$ cat src/rtl/payload_pkg.sv
// What this block does
// - Bit 31 of header dword 7 is set only when the thread matched the debug criteria.
// - Bits 23:0 of dword 6 carry a thread identifier unique over a bounded period.
// - Bits 31:10 of dword 5 carry the scratch offset in 1 KB units.
// - Bits 3:0 of dword 5 carry a slot tag unique among outstanding threads.
// - Bits 31:5 of dword 4 carry the binding table offset, bits 4:0 zero.
// - Bits 31:5 of dword 3 carry the sampler state offset in 32-byte units.
// - Bits 3:0 of dword 3 carry the scratch size exponent, legal 0 to 11.
// - All of dword 2 is driven to zero.
// - Bits 8:0 of dword 0 carry the lower result handle.
// - Bits 8:0 of dword 1 carry the upper result handle.
// - Bits 24:16 of dword 0 carry the lower handle index.
package payload_pkg;

  // ---------------------------------------------------------------------
  // Register map
  // ---------------------------------------------------------------------
  localparam logic [3:0] REG_SCRATCH   = 4'h0;
  localparam logic [3:0] REG_BINDING   = 4'h1;
  localparam logic [3:0] REG_SAMPLER   = 4'h2;
  localparam logic [3:0] REG_SIZE      = 4'h3;
  localparam logic [3:0] REG_STATUS    = 4'h4;
  localparam logic [3:0] REG_THREAD_ID = 4'h5;

  // ---------------------------------------------------------------------
  // Field layout and limits
  // ---------------------------------------------------------------------
  localparam int          SNAP_BIT      = 31;
  localparam int          TID_W         = 24;
  localparam int          SLOT_W        = 4;
  localparam int          HANDLE_W      = 9;
  localparam int          INDEX_LSB     = 16;
  localparam logic [3:0]  SIZE_MAX      = 4'hB;
  localparam logic [31:0] RESET_VALUE   = 32'h0000_0000;

endpackage : payload_pkg

$ cat src/rtl/slot_if.sv
`timescale 1ns/1ps
interface slot_if;
  logic       alloc;
  logic       release_v;
  logic [3:0] release_tag;
  logic [3:0] tag;
  logic       avail;
  modport owner (output alloc, output release_v, output release_tag,
                 input tag, input avail);
  modport pool  (input alloc, input release_v, input release_tag,
                 output tag, output avail);
endinterface : slot_if

$ cat src/rtl/slot_pool.sv
`timescale 1ns/1ps
module slot_pool
  import payload_pkg::*;
(
  input wire logic clk,
  input wire logic rst,
  slot_if.pool     sp
);

  logic [15:0] busy_r;
  logic [15:0] busy_nxt;
  logic [3:0]  pick;
  logic        found;

  // Lowest free slot; a tag is reused only after its thread is released.
  always_comb begin
    pick  = 4'h0;
    found = 1'b0;
    for (int i = 15; i >= 0; i--) begin
      if (!busy_r[i]) begin
        pick  = 4'(i);
        found = 1'b1;
      end
    end
  end

  always_comb begin
    busy_nxt = busy_r;
    if (sp.release_v) begin
      busy_nxt[sp.release_tag] = 1'b0;
    end
    if (sp.alloc && found) begin
      busy_nxt[pick] = 1'b1;
    end
  end

  assign sp.tag   = pick;
  assign sp.avail = found;

  always_ff @(posedge clk) begin
    if (rst) begin
      busy_r <= 16'h0000;
    end else begin
      busy_r <= busy_nxt;
    end
  end

endmodule : slot_pool

$ cat src/rtl/vertex_thread_payload_header.sv
`timescale 1ns/1ps
module vertex_thread_payload_header
  import payload_pkg::*;
(
  input  wire logic        clk,
  input  wire logic        rst,
  input  wire logic [3:0]  addr,
  input  wire logic [31:0] wdata,
  input  wire logic        wr,
  input  wire logic        rd,
  output logic      [31:0] rdata,
  input  wire logic        spawn_req,
  input  wire logic        debug_match,
  input  wire logic [8:0]  lower_result_handle,
  input  wire logic [8:0]  upper_result_handle,
  input  wire logic [8:0]  lower_handle_index,
  input  wire logic        retire_valid,
  input  wire logic [3:0]  retire_tag,
  output logic             spawn_busy,
  output logic             dispatch_valid,
  output logic [255:0]     header
);

  // ---------------------------------------------------------------------
  // State registers written by software, plus the size error flag and the thread id counter
  // ---------------------------------------------------------------------
  logic [21:0] scratch_off_r;
  logic [26:0] binding_off_r;
  logic [26:0] sampler_off_r;
  logic [3:0]  scratch_size_r;
  logic [23:0] thread_id_r;
  logic        size_err_r;

  wire wr_scratch = wr && (addr == REG_SCRATCH);
  wire wr_binding = wr && (addr == REG_BINDING);
  wire wr_sampler = wr && (addr == REG_SAMPLER);
  wire wr_size    = wr && (addr == REG_SIZE);
  wire size_ok    = wdata[3:0] <= SIZE_MAX;

  always_ff @(posedge clk) begin
    if (rst) begin
      scratch_off_r  <= RESET_VALUE[21:0];
      binding_off_r  <= RESET_VALUE[26:0];
      sampler_off_r  <= RESET_VALUE[26:0];
      scratch_size_r <= RESET_VALUE[3:0];
      size_err_r     <= 1'b0;
    end else begin
      if (wr_scratch) begin
        scratch_off_r <= wdata[31:10];
      end
      if (wr_binding) begin
        binding_off_r <= wdata[31:5];
      end
      if (wr_sampler) begin
        sampler_off_r <= wdata[31:5];
      end
      if (wr_size && size_ok) begin
        scratch_size_r <= wdata[3:0];
      end
      // Illegal sizes are dropped so the header never carries one.
      if (wr_size && !size_ok) begin
        size_err_r <= 1'b1;
      end else if (wr && addr == REG_STATUS && wdata[0]) begin
        size_err_r <= 1'b0;
      end
    end
  end

  // ---------------------------------------------------------------------
  // Slot tag pool
  // ---------------------------------------------------------------------
  slot_if sif ();
  wire    take = spawn_req && sif.avail;

  assign sif.alloc       = take;
  assign sif.release_v   = retire_valid;
  assign sif.release_tag = retire_tag;

  slot_pool u_pool (
    .clk (clk),
    .rst (rst),
    .sp  (sif)
  );

  // ---------------------------------------------------------------------
  // Header assembly
  // ---------------------------------------------------------------------
  logic [31:0] dw [8];

  always_comb begin
    dw[0] = {7'h00, lower_handle_index, 7'h00, lower_result_handle};
    dw[0][INDEX_LSB +: HANDLE_W] = lower_handle_index;
    dw[1] = {23'h000000, upper_result_handle};
    dw[2] = 32'h0000_0000;
    dw[3] = {sampler_off_r, 1'b0, scratch_size_r};
    dw[4] = {binding_off_r, 5'h00};
    dw[5] = {scratch_off_r, 6'h00, sif.tag};
    dw[6] = {8'h00, thread_id_r};
    dw[7] = {debug_match, 31'h0000_0000};
  end

  always_ff @(posedge clk) begin
    if (rst) begin
      dispatch_valid <= 1'b0;
      header         <= 256'h0;
      thread_id_r    <= RESET_VALUE[23:0];
      spawn_busy     <= 1'b0;
    end else begin
      dispatch_valid <= take;
      spawn_busy     <= spawn_req && !sif.avail;
      if (take) begin
        header      <= {dw[7], dw[6], dw[5], dw[4],
                        dw[3], dw[2], dw[1], dw[0]};
        thread_id_r <= thread_id_r + 24'h000001;
      end
    end
  end

  // ---------------------------------------------------------------------
  // Read port
  // ---------------------------------------------------------------------
  logic [31:0] rsel;
  always_comb begin
    unique case (addr)
      REG_SCRATCH:   rsel = {scratch_off_r, 10'h000};
      REG_BINDING:   rsel = {binding_off_r, 5'h00};
      REG_SAMPLER:   rsel = {sampler_off_r, 5'h00};
      REG_SIZE:      rsel = {28'h0000000, scratch_size_r};
      REG_STATUS:    rsel = {30'h00000000, !sif.avail, size_err_r};
      REG_THREAD_ID: rsel = {8'h00, thread_id_r};
      default:       rsel = 32'h0000_0000;
    endcase
  end

  always_ff @(posedge clk) begin
    if (rst) begin
      rdata <= 32'h0000_0000;
    end else begin
      rdata <= rd ? rsel : 32'h0000_0000;
    end
  end

endmodule : vertex_thread_payload_header

$ cat config.mk
export PLATFORM = sky130hd
export DESIGN_NAME = vertex_thread_payload_header
export DESIGN_NICKNAME = d
export VERILOG_FILES = /design/src/rtl/payload_pkg.sv /design/src/rtl/slot_if.sv /design/src/rtl/slot_pool.sv /design/src/rtl/vertex_thread_payload_header.sv
export SDC_FILE = /design/constraint.sdc
export NUM_CORES = 1
export LEC_CHECK = 0
export ABC_CLOCK_PERIOD_IN_PS = 2200
export BUFFER_PORTS_ARGS = -buffer_cell sky130_fd_sc_hd__buf_2
export CAP_MARGIN = 20
export CORE_MARGIN = 1
export CORE_UTILIZATION = 51
export CTS_CLUSTER_DIAMETER = 200
export CTS_CLUSTER_SIZE = 8
export DETAILED_ROUTE_END_ITERATION = 8
export PLACE_DENSITY = 0.84
export SLEW_MARGIN = 25
export SYNTH_ARGS = -nofsm -noshare
export SYNTH_HDL_FRONTEND = slang
export SYNTH_SLANG_ARGS = --single-unit
$ cat constraint.sdc
create_clock -name clk -period 2.2 [get_ports clk]
set_input_delay 0.22 -clock clk [delete_from_list [all_inputs] [get_ports clk]]
set_output_delay 0.22 -clock clk [all_outputs]
set_load 0.02 [all_outputs]
==> impl_metrics.csv, run 1 <==
group,metric,value,unit
die,ios,364,
finish,nFillCells,1787,
sta,setup_viol,0,
global_route,grt_util_all_layers,28.5,%
sta,period_needed,2.06,ns
worst_hold_path,hold_path_depth,3,
pwr,p_seq_share,45.8,%
pwr,switching_share,24.1,%
die,initial_core_util,51.8,%
clock_tree,root_buffer,"clkbuf_16",
pwr,p_leak,5.83,nW
worst_hold_path,hold_end,"binding_off_r[0]",
clock_tree,cts_sinks,291,
sta,slew_viol_final,0,
yosys,async_reset_ff_share,0,%
worst_setup_path,crit_type,"reg2reg",
global_route,grt_pass1_wl,53800,um
pwr,vdd_ir_drop_max,0.000588,V
routing,wire_per_inst,17.2,um
global_route,use_met2,48.6,%
yosys,syn_avg_cell_area,8.08,um2
worst_setup_path,rrSetupSlack,0.14,ns
flow_run,drv_cap,0,
worst_setup_path,worstPathMaxFanout,54,
routing,dr.first_iter.drc_count,1142,
sta,setup_tns,0,ns
worst_setup_path,arrival,2.47,ns
worst_setup_path,cp-end-kind,"flip-flop",
place,dpl.hpwl,22100,um
outcome,outcome,"completed",
routing,via_per_inst,5.50,
finish,num_antenna_cells,0,
routing,dr_total_vias,11126,
place,port_buffers,242,
die,fp-row-count,55,
yosys,synth_edf_count,0,
sta,worst_pin_slew,0.665,ns
yosys,synth_top_area_cell,"dfxtp_1",
finish,final_cells,2023,
pwr,p_int,8.96,mW
worst_hold_path,holdCritStartpoint,"wdata[5]",
global_route,grt_pass1_vias,10347,
global_route,grt_max_degree,149,
clock_tree,htreeDepth,2,
pwr,combPwrFrac,7.3,%
pwr,p_per_area,811,nW/um2
global_route,grtUsageMet1,34.0,%
worst_setup_path,crit_required,2.61,ns
finish,drive_gt1_share,19.8,%
global_route,gr-total-overflow,0,
clock_tree,post_cts_buffers,0,
yosys,ys_ff_latch,291,
worst_hold_path,min_path_type,"in2reg",
yosys,syn_inst,1447,
sta,holdWs,0.0184,ns
die,fp.dieArea,23500,um2
clock_tree,cts.clk_slew.worst_paths,0.05,ns
worst_setup_path,regToRegEndpoint,"header[160]",
clock_tree,clk_latency,0.52,ns
worst_setup_path,worstSetupStartpointType,"flip-flop",
worst_setup_path,worstReg2RegStart,"u_pool.busy_r[3]",
yosys,synth_seq_area_share,49.8,%
worst_setup_path,r2r_cells,6,
clock_tree,cts_tree,"yes",
yosys,synthTopCellsByArea,"dfxtp_1 (50%), nand2_1 (14%), a21oi_1 (10%)",
die,die_h,153,um
place,gp_routability_congestion,0.971,
pwr,p_total,11.8,mW
sta,fin_crit_sh,93.5,%
yosys,syn_area,11700,um2
yosys,ys.flop_type,"dfxtp_1",
sta,clock_skew,0.0138,ns
global_route,top_usage_layer,"met2",
sta,rsz0062_at_grt,"no",
die,dieWidth,153,um
routing,routed_wl,34700,um
die,coreArea,22600,um2
finish,final_nets,1811,
routing,first_pass_iters,7,
routing,drc,0,
routing,ant_nets,0,
yosys,yosys_warnings,0,
yosys,ys_types,56,
place,dp_cells,1921,
global_route,use_met3,6.55,%
yosys,synth_most_common_cell,"nand2_1",
finish,multi_input_area,5030,um2
finish,area_growth,24.4,%
pwr,power_switching,2.84,mW
sta,slew-limit-headroom,55.7,%
sta,max_freq,486,MHz
yosys,yosysTopAreaCellShare,49.8,%
pwr,clkPwrFrac,47.0,%
yosys,synth_commonest_cells,"nand2_1 (444), dfxtp_1 (291), a21oi_1 (239)",
sta,finalHoldViolCount,0,
finish,regArea,5830,um2
clock_tree,cts_made_buffers,42,
global_route,antenna_found_initial,0,
clock_tree,clockBufferDepth,3,
[flip-flops by register name, summed over array words and instances (netlist names)]
name / cells
scratch_off_r: 22
thread_id_r: 24
spawn_busy: 1
sampler_off_r: 27
u_pool.busy_r: 16
scratch_size_r: 4
size_err_r: 1
rdata: 32
binding_off_r: 27
dispatch_valid: 1
header: 136
[final cells by class]
class,count,share of cell area (%)
multi-input combinational,1053,34.6
clock buffer,42,7.23
inverter,9,0.232
clock inverter,4,0.284
timing repair buffer,339,15.1
tap,285,2.45
sequential,291,40.1
[per-stage QoR]
step / worst slack [ns] / area (um2) / utilization, %
after floorplan: 0.404 / 12100 / -
after global placement: 0.238 / 12900 / 57.1
after detailed placement: 0.206 / 12900 / 57.1
after CTS: 0.182 / 14500 / 64.4
after global routing: 0.0201 / 14500 / 64.4
final: 0.142 / 14500 / 64.4
[power groups by stage]
stage,Combinational (mW),Clock (mW),Sequential [mW]
floorplan,0.610,0,5.54
global placement,0.753,0,5.49
detailed placement,0.760,0,5.50
CTS,0.842,5.60,5.39
global route,0.920,5.84,5.40
finish,0.860,5.54,5.40
[cells in the final DEF (no fill, tap or decap), types with 8 or more instances in the layout]
cell type      count
nor2_1            40
a22oi_1           31
nand3_1           15
buf_2            241
dlygate4sd3_1     56
buf_12             9
o21ai_0           29
inv_1              9
conb_1           120
nand4_1           11
buf_4             31
xnor2_1            9
clkbuf_16         42
a21oi_1          239
nand2_1          444
o211ai_1           8
and4_1             8
or3_1             13
a222oi_1          14
dfxtp_1          291
[repair_timing]
item                       CTS  global route
hold endpoints to repair   102             0
setup endpoints to repair    0             8
resized for setup            0             1
hold buffers                56             0
[cells by family (layout without fill, tap and decap cells)]
| family | Yosys count | after routing | share of synthesized area [%] |
|---|---|---|---|
| multiplexers | 2 | 2 | 0.171 |
| AND/OR/NAND/NOR | 573 | 573 | 20.6 |
| AO/OA/AOI/OAI | 346 | 346 | 17.3 |
| other | 1 | 120 | 0.0321 |
| adder cells (fa/ha/maj) | 1 | 1 | 0.107 |
| buffers and inverters | 222 | 394 | 11.1 |
| XOR/XNOR | 11 | 11 | 0.824 |
| flip-flops | 291 | 291 | 49.8 |
[per-layer routing]
metal	wire length [um]	vias up
met5	0	-
met4	1250	0
li1	-	5204
met2	16800	625
met1	13600	5182
met3	3070	115
[critical path: stages (launching register included)]
cell	delay, ns
dfxtp_1	0.46
and4_1	0.32
nand2_2	0.13
o31ai_4	0.42
buf_12	0.31
nor2_1	0.09
a21o_1	0.20
[worst max-delay path by stage]
stage / start / end / slack (ns)
2_1_floorplan: u_pool.busy_r[0] / header[158] / 0.40
3_3_place_gp: u_pool.busy_r[3] / header[7] / 0.24
3_5_place_dp: thread_id_r[4] / thread_id_r[21] / 0.21
4_1_cts: u_pool.busy_r[2] / header[37] / 0.18
5_1_grt: thread_id_r[4] / thread_id_r[21] / 0.02
6_report: u_pool.busy_r[3] / header[160] / 0.14
Note: power is estimated with default switching activity, not from simulation.
==> inputs of run 2 (changes only) <==
SYNTH_HIERARCHICAL = 1   (was unset)
==> impl_metrics.csv, run 2 <==
group,metric,value,unit
routing,drc,0,
finish,regArea,5830,um2
finish,nFillCells,1724,
place,dp_cells,1928,
yosys,synthXorXnorAreaFrac,0.751,%
sta,period_needed,2.11,ns
place,port_buffers,242,
die,ios,364,
finish,postLayoutCellArea,14600,um2
worst_setup_path,arrival,2.54,ns
sta,finalHoldViolCount,0,
worst_setup_path,worstPathMaxFanout,14,
sta,setup_ws,0.0859,ns
clock_tree,root_buffer,"clkbuf_16",
finish,final_cells,2034,
finish,reg_top3,"header x136, rdata x32",
die,fp.dieArea,23500,um2
worst_setup_path,crit_required,2.63,ns
yosys,syn_avg_cell_area,8.03,um2
sta,rsz0062_at_grt,"yes",
finish,final_util,65.9,%
global_route,antenna_found_initial,5,
global_route,grt_pass1_wl,53600,um
global_route,gr-total-overflow,0,
sta,setup_viol,0,
outcome,outcome,"completed",
die,initial_core_util,52.8,%
sta,fin_crit_sh,96.1,%
routing,wire_per_inst,17.0,um
die,coreArea,22100,um2
sta,slew-limit-headroom,50.4,%
clock_tree,cts_tree,"yes",
yosys,synth_compound_area_share,16.1,%
yosys,ys_types,58,
pwr,vdd_ir_drop_max,0.000479,V
clock_tree,clockBufferDepth,3,
yosys,synth_top_family_by_area,"simple AND/OR/NAND/NOR gates",
place,dpl.hpwl,21100,um
worst_setup_path,crit_path_end,"thread_id_r[19]",
place,placed_area,12900,um2
worst_setup_path,rrSetupSlack,0.09,ns
finish,multi_input_area,5010,um2
worst_hold_path,min_path_type,"in2reg",
yosys,ys.flop_type,"dfxtp_1",
routing,dr_total_vias,11038,
routing,dr.first_iter.drc_count,1375,
finish,final_nets,1825,
worst_setup_path,r2r_cells,7,
yosys,yosysTopAreaCellShare,50.0,%
finish,area_growth,24.9,%
worst_setup_path,worstReg2RegStart,"u_pool/busy_r[1]",
worst_setup_path,worstSetupStartpointType,"flip-flop",
yosys,syn_area,11700,um2
finish,mostFrequentLayoutCell,"nand2_1",
yosys,yosys_warnings,6,
pwr,p_leak,5.88,nW
finish,drive_gt1_share,20.6,%
finish,largest_register,"header",
yosys,synth_most_common_cell,"nand2_1",
global_route,grt_pass1_vias,10523,
place,gp_routability_congestion,0.860,
routing,routed_wl,34500,um
yosys,synth_edf_count,0,
finish,final_cell_mix,"nand2_1 (466), dfxtp_1 (291), a21oi_1 (242), buf_2 (241), conb_1 (120)",
routing,first_pass_iters,7,
clock_tree,htreeDepth,2,
routing,ant_nets,0,
worst_setup_path,crit_start,"u_pool/busy_r[1]",
routing,via_per_inst,5.43,
place,pre_cts_slack,0.0641,ns
yosys,muxShareOfSynthArea,0.365,%
yosys,syn_inst,1453,
yosys,ys_ff_latch,291,
die,dieWidth,153,um
worst_setup_path,slowest_stage,"or4_4",
yosys,async_reset_ff_share,0,%
worst_setup_path,path_cells,"nand4_1 > nor3_2 > nand2_1 > nand3_1 > or4_4 > or4_1 > a21oi_1",
worst_setup_path,slowest_delay,0.63,ns
global_route,grt_util_all_layers,28.3,%
clock_tree,cts.clk_slew.worst_paths,0.05,ns
yosys,synth_top_area_cell,"dfxtp_1",
die,die_h,153,um
pwr,p_per_area,807,nW/um2
flow_run,drv_cap,0,
sta,clock_skew,0.0150,ns
clock_tree,clk_latency,0.51,ns
yosys,synth_seq_area_share,50.0,%
clock_tree,cts_made_buffers,42,
global_route,grt_max_degree,145,
yosys,synthSimpleGateAreaFrac,21.3,%
sta,max_freq,473,MHz
worst_setup_path,crit_type,"reg2reg",
yosys,synth-adder-area-share,0.107,%
die,fp-row-count,54,
finish,largest_reg_flops,136,
sta,worst_pin_slew,0.745,ns
pwr,p_total,11.8,mW
yosys,synthTopCellsByArea,"dfxtp_1 (50%), nand2_1 (15%), a21oi_1 (10%)",
sta,slew_viol_final,0,
worst_setup_path,cp-end-kind,"flip-flop",
yosys,synth_commonest_cells,"nand2_1 (467), dfxtp_1 (291), a21oi_1 (242)",
worst_setup_path,regToRegEndpoint,"thread_id_r[19]",
clock_tree,cts_sinks,291,
[run 2: per-stage QoR]
step,hold WS (ns),TNS [ns]
after CTS,0.0547,0
after global routing,0.0574,-0.0477
after detailed placement,0.443,0
final,0.0636,0
after floorplan,0.335,0
after global placement,0.439,0
[run 2: worst max-delay path: cells and delay by family, from the launching register on]
family          cells  cell delay, ns
compound gates      1            0.16
flops               1            0.34
simple gates        6            1.53
[run 2: area by class of cell]
cell class	instances	share of cell area (%)
antenna	3	0.0515
clock inverter	2	0.112
inverter	15	0.404
sequential	291	40.0
tap	280	2.40
multi-input combinational	1052	34.4
clock buffer	43	7.39
timing repair buffer	348	15.2
[run 2: repair_timing]
item | in CTS | in global routing
gates resized for setup | 0 | 2
setup buffers | 0 | 1
setup endpoints to repair | 0 | 10
hold buffers | 57 | 0
hold endpoints to repair | 102 | 0
[run 2: logic make-up (layout without fill, tap and decap cells)]
kind of cell             Yosys count  after routing
multiplexers                       4              4
buffers and inverters            229            408
XOR/XNOR                          10             10
other                              1            123
AO/OA/AOI/OAI                    323            323
flip-flops                       291            291
AND/OR/NAND/NOR                  594            594
adder cells (fa/ha/maj)            1              1
[run 2: routing by layer]
layer,track usage (%),vias to the layer above,wire length (um)
met5,0,-,8
met4,12.7,2,1090
met3,6.86,98,3030
met2,47.8,622,17000
met1,34.1,5109,13400
li1,-,5207,-
[run 2: how the worst min path moves through the flow]
stage | startpoint | end | slack, ns | depth (start not counted)
floorplan | rst | u_pool/busy_r[11] | 0.34 | 1
global placement | header[5] | header[5] | 0.44 | 2
detailed placement | header[114] | header[114] | 0.44 | 2
CTS | spawn_req | spawn_busy | 0.05 | 2
global route | spawn_req | spawn_busy | 0.06 | 2
finish | spawn_req | spawn_busy | 0.06 | 2
[run 2: report_power, final]
group | internal [mW] | leakage, nW | switching [mW]
clock | 3.41 | 0.535 | 2.10
sequential | 5.35 | 2.35 | 0.0413
combinational | 0.242 | 3.00 | 0.615
total | 9.00 | 5.88 | 2.76
==> inputs of run 3 (changes only) <==
--- a/config.mk
+++ b/config.mk
@@ -6,13 +6,13 @@
 export NUM_CORES = 1
 export LEC_CHECK = 0
-export ABC_CLOCK_PERIOD_IN_PS = 2200
+export ABC_CLOCK_PERIOD_IN_PS = 1800
 export BUFFER_PORTS_ARGS = -buffer_cell sky130_fd_sc_hd__buf_2
 export CAP_MARGIN = 20
-export CORE_MARGIN = 1
-export CORE_UTILIZATION = 51
+export CORE_MARGIN = 2
+export CORE_UTILIZATION = 46
 export CTS_CLUSTER_DIAMETER = 200
 export CTS_CLUSTER_SIZE = 8
 export DETAILED_ROUTE_END_ITERATION = 8
-export PLACE_DENSITY = 0.84
+export PLACE_DENSITY = 0.8
 export SLEW_MARGIN = 25
 export SYNTH_ARGS = -nofsm -noshare
==> constraint.sdc (replaced) <==
create_clock -name clk -period 1.8 [get_ports clk]
set_input_delay 0.18 -clock clk [delete_from_list [all_inputs] [get_ports clk]]
set_output_delay 0.18 -clock clk [all_outputs]
set_load 0.05 [all_outputs]
==> impl_metrics.csv, run 3 (same netlist as run 2, synthesis figures left out) <==
group,metric,value,unit
outcome,outcome,"finished, violations left",
outcome,violations,"negative setup slack",
routing,dr.first_iter.drc_count,1659,
finish,multi_input_area,6490,um2
sta,clock_skew,0.0129,ns
finish,final_cells,2185,
worst_setup_path,cp-end-kind,"flip-flop",
routing,drc,0,
worst_setup_path,worstSetupStartpointType,"flip-flop",
clock_tree,root_buffer,"clkbuf_16",
routing,via_per_inst,5.72,
sta,setup_viol,59,
clock_tree,clockBufferDepth,3,
global_route,grt_pass1_vias,10706,
worst_hold_path,min_path_type,"in2reg",
die,fp.dieArea,26600,um2
worst_setup_path,crit_type,"reg2reg",
finish,final_nets,1925,
die,initial_core_util,46.6,%
pwr,p_per_area,886,nW/um2
sta,worst_pin_slew,0.766,ns
finish,final_util,70.7,%
worst_setup_path,r2r_cells,7,
sta,setup_tns,-1.99,ns
finish,largest_reg_flops,136,
global_route,grt_max_degree,116,
worst_setup_path,worstPathMaxFanout,8,
routing,wire_per_inst,21.3,um
sta,finalHoldViolCount,0,
finish,regArea,5830,um2
sta,slew-limit-headroom,49.0,%
routing,routed_wl,46500,um
place,port_buffers,242,
sta,holdWs,0.0575,ns
pwr,p_total,15.7,mW
flow_run,drv_cap,0,
sta,setup_ws,-0.104,ns
worst_setup_path,rrSetupSlack,-0.10,ns
place,placed_area,13300,um2
routing,first_pass_iters,6,
finish,reg_top3,"header x136, rdata x32",
finish,area_growth,51.7,%
routing,ant_nets,0,
finish,nFillCells,1717,
clock_tree,cts_sinks,291,
sta,rsz0062_at_grt,"yes",
global_route,gr-total-overflow,0,
finish,largest_register,"header",
pwr,p_leak,7.62,nW
worst_setup_path,crit_required,2.25,ns
sta,slew_viol_final,0,
pwr,vdd_ir_drop_max,0.000761,V
worst_hold_path,holdCritStartpoint,"spawn_req",
clock_tree,clk_latency,0.53,ns
worst_setup_path,worstReg2RegStart,"u_pool/busy_r[2]",
worst_hold_path,hold_path_depth,2,
place,pre_cts_slack,-0.179,ns
die,die_h,163,um
sta,fin_crit_sh,106,%
sta,max_freq,525,MHz
die,dieWidth,163,um
place,gp_routability_congestion,0.875,
sta,period_needed,1.90,ns
clock_tree,htreeDepth,2,
finish,drive_gt1_share,40.8,%
clock_tree,cts_tree,"yes",
global_route,antenna_found_initial,1,
worst_setup_path,crit_start,"u_pool/busy_r[2]",
global_route,grt_pass1_wl,55400,um
routing,dr_total_vias,12491,
place,dpl.hpwl,22700,um
die,coreArea,25000,um2
finish,final_cell_mix,"nand2_1 (303), dfxtp_1 (287), buf_2 (241), a21oi_1 (128), conb_1 (120)",
clock_tree,cts_made_buffers,42,
die,ios,364,
finish,mostFrequentLayoutCell,"nand2_1",
worst_setup_path,arrival,2.35,ns
die,fp-row-count,58,
place,dp_cells,2015,
global_route,grt_util_all_layers,25.8,%
finish,postLayoutCellArea,17700,um2
clock_tree,cts.clk_slew.worst_paths,0.05,ns
-- run 3: critical path: stages, from the launching register on --
cell and delay [ns]:
dfxtp_2 0.31, nand4_1 0.15, nor3_2 0.07, nand2_2 0.13, nand4_1 0.18, or4_4 0.51, or3_4 0.36, a21oi_2 0.13
-- run 3: final timing paths --
| check | endpoint |
|---|---|
| worst max register to register | thread_id_r[18] |
| worst max-delay path | thread_id_r[18] |
| worst min-delay path | spawn_busy |
| worst min register to register | header[146] |
-- run 3: timing repair --
item / 4_1_cts / 5_1_grt
gates cloned: 4 / 38
hold buffers: 61 / 0
pin swaps: 4 / 155
setup buffers: 8 / 13
gates resized for setup: 20 / 455
hold endpoints to repair: 113 / 0
endpoints found under the setup margin: 156 / 174
-- run 3: layout make-up --
cell class / count / area share [%]
inverters: 15 / 0.410
well taps: 330 / 2.33
flip-flops and latches: 291 / 33.0
diodes: 3 / 0.0424
clock inverters: 3 / 0.205
multi-input cells: 1053 / 36.7
clock buffers: 43 / 6.08
repair buffers: 447 / 21.3
-- run 3: power by group --
group,switching (mW),total [mW],internal [mW]
registers,0.0669,6.61,6.54
clock network,2.76,6.96,4.20
logic,1.49,2.11,0.611
-- run 3: routing by layer --
layer | up-vias | global-route usage (%) | routed length (um)
met5 | - | 0 | 0
met4 | 0 | 9.29 | 2770
met3 | 232 | 6.27 | 5210
met2 | 908 | 43.4 | 22000
met1 | 5912 | 32.3 | 16500
li1 | 5439 | - | -
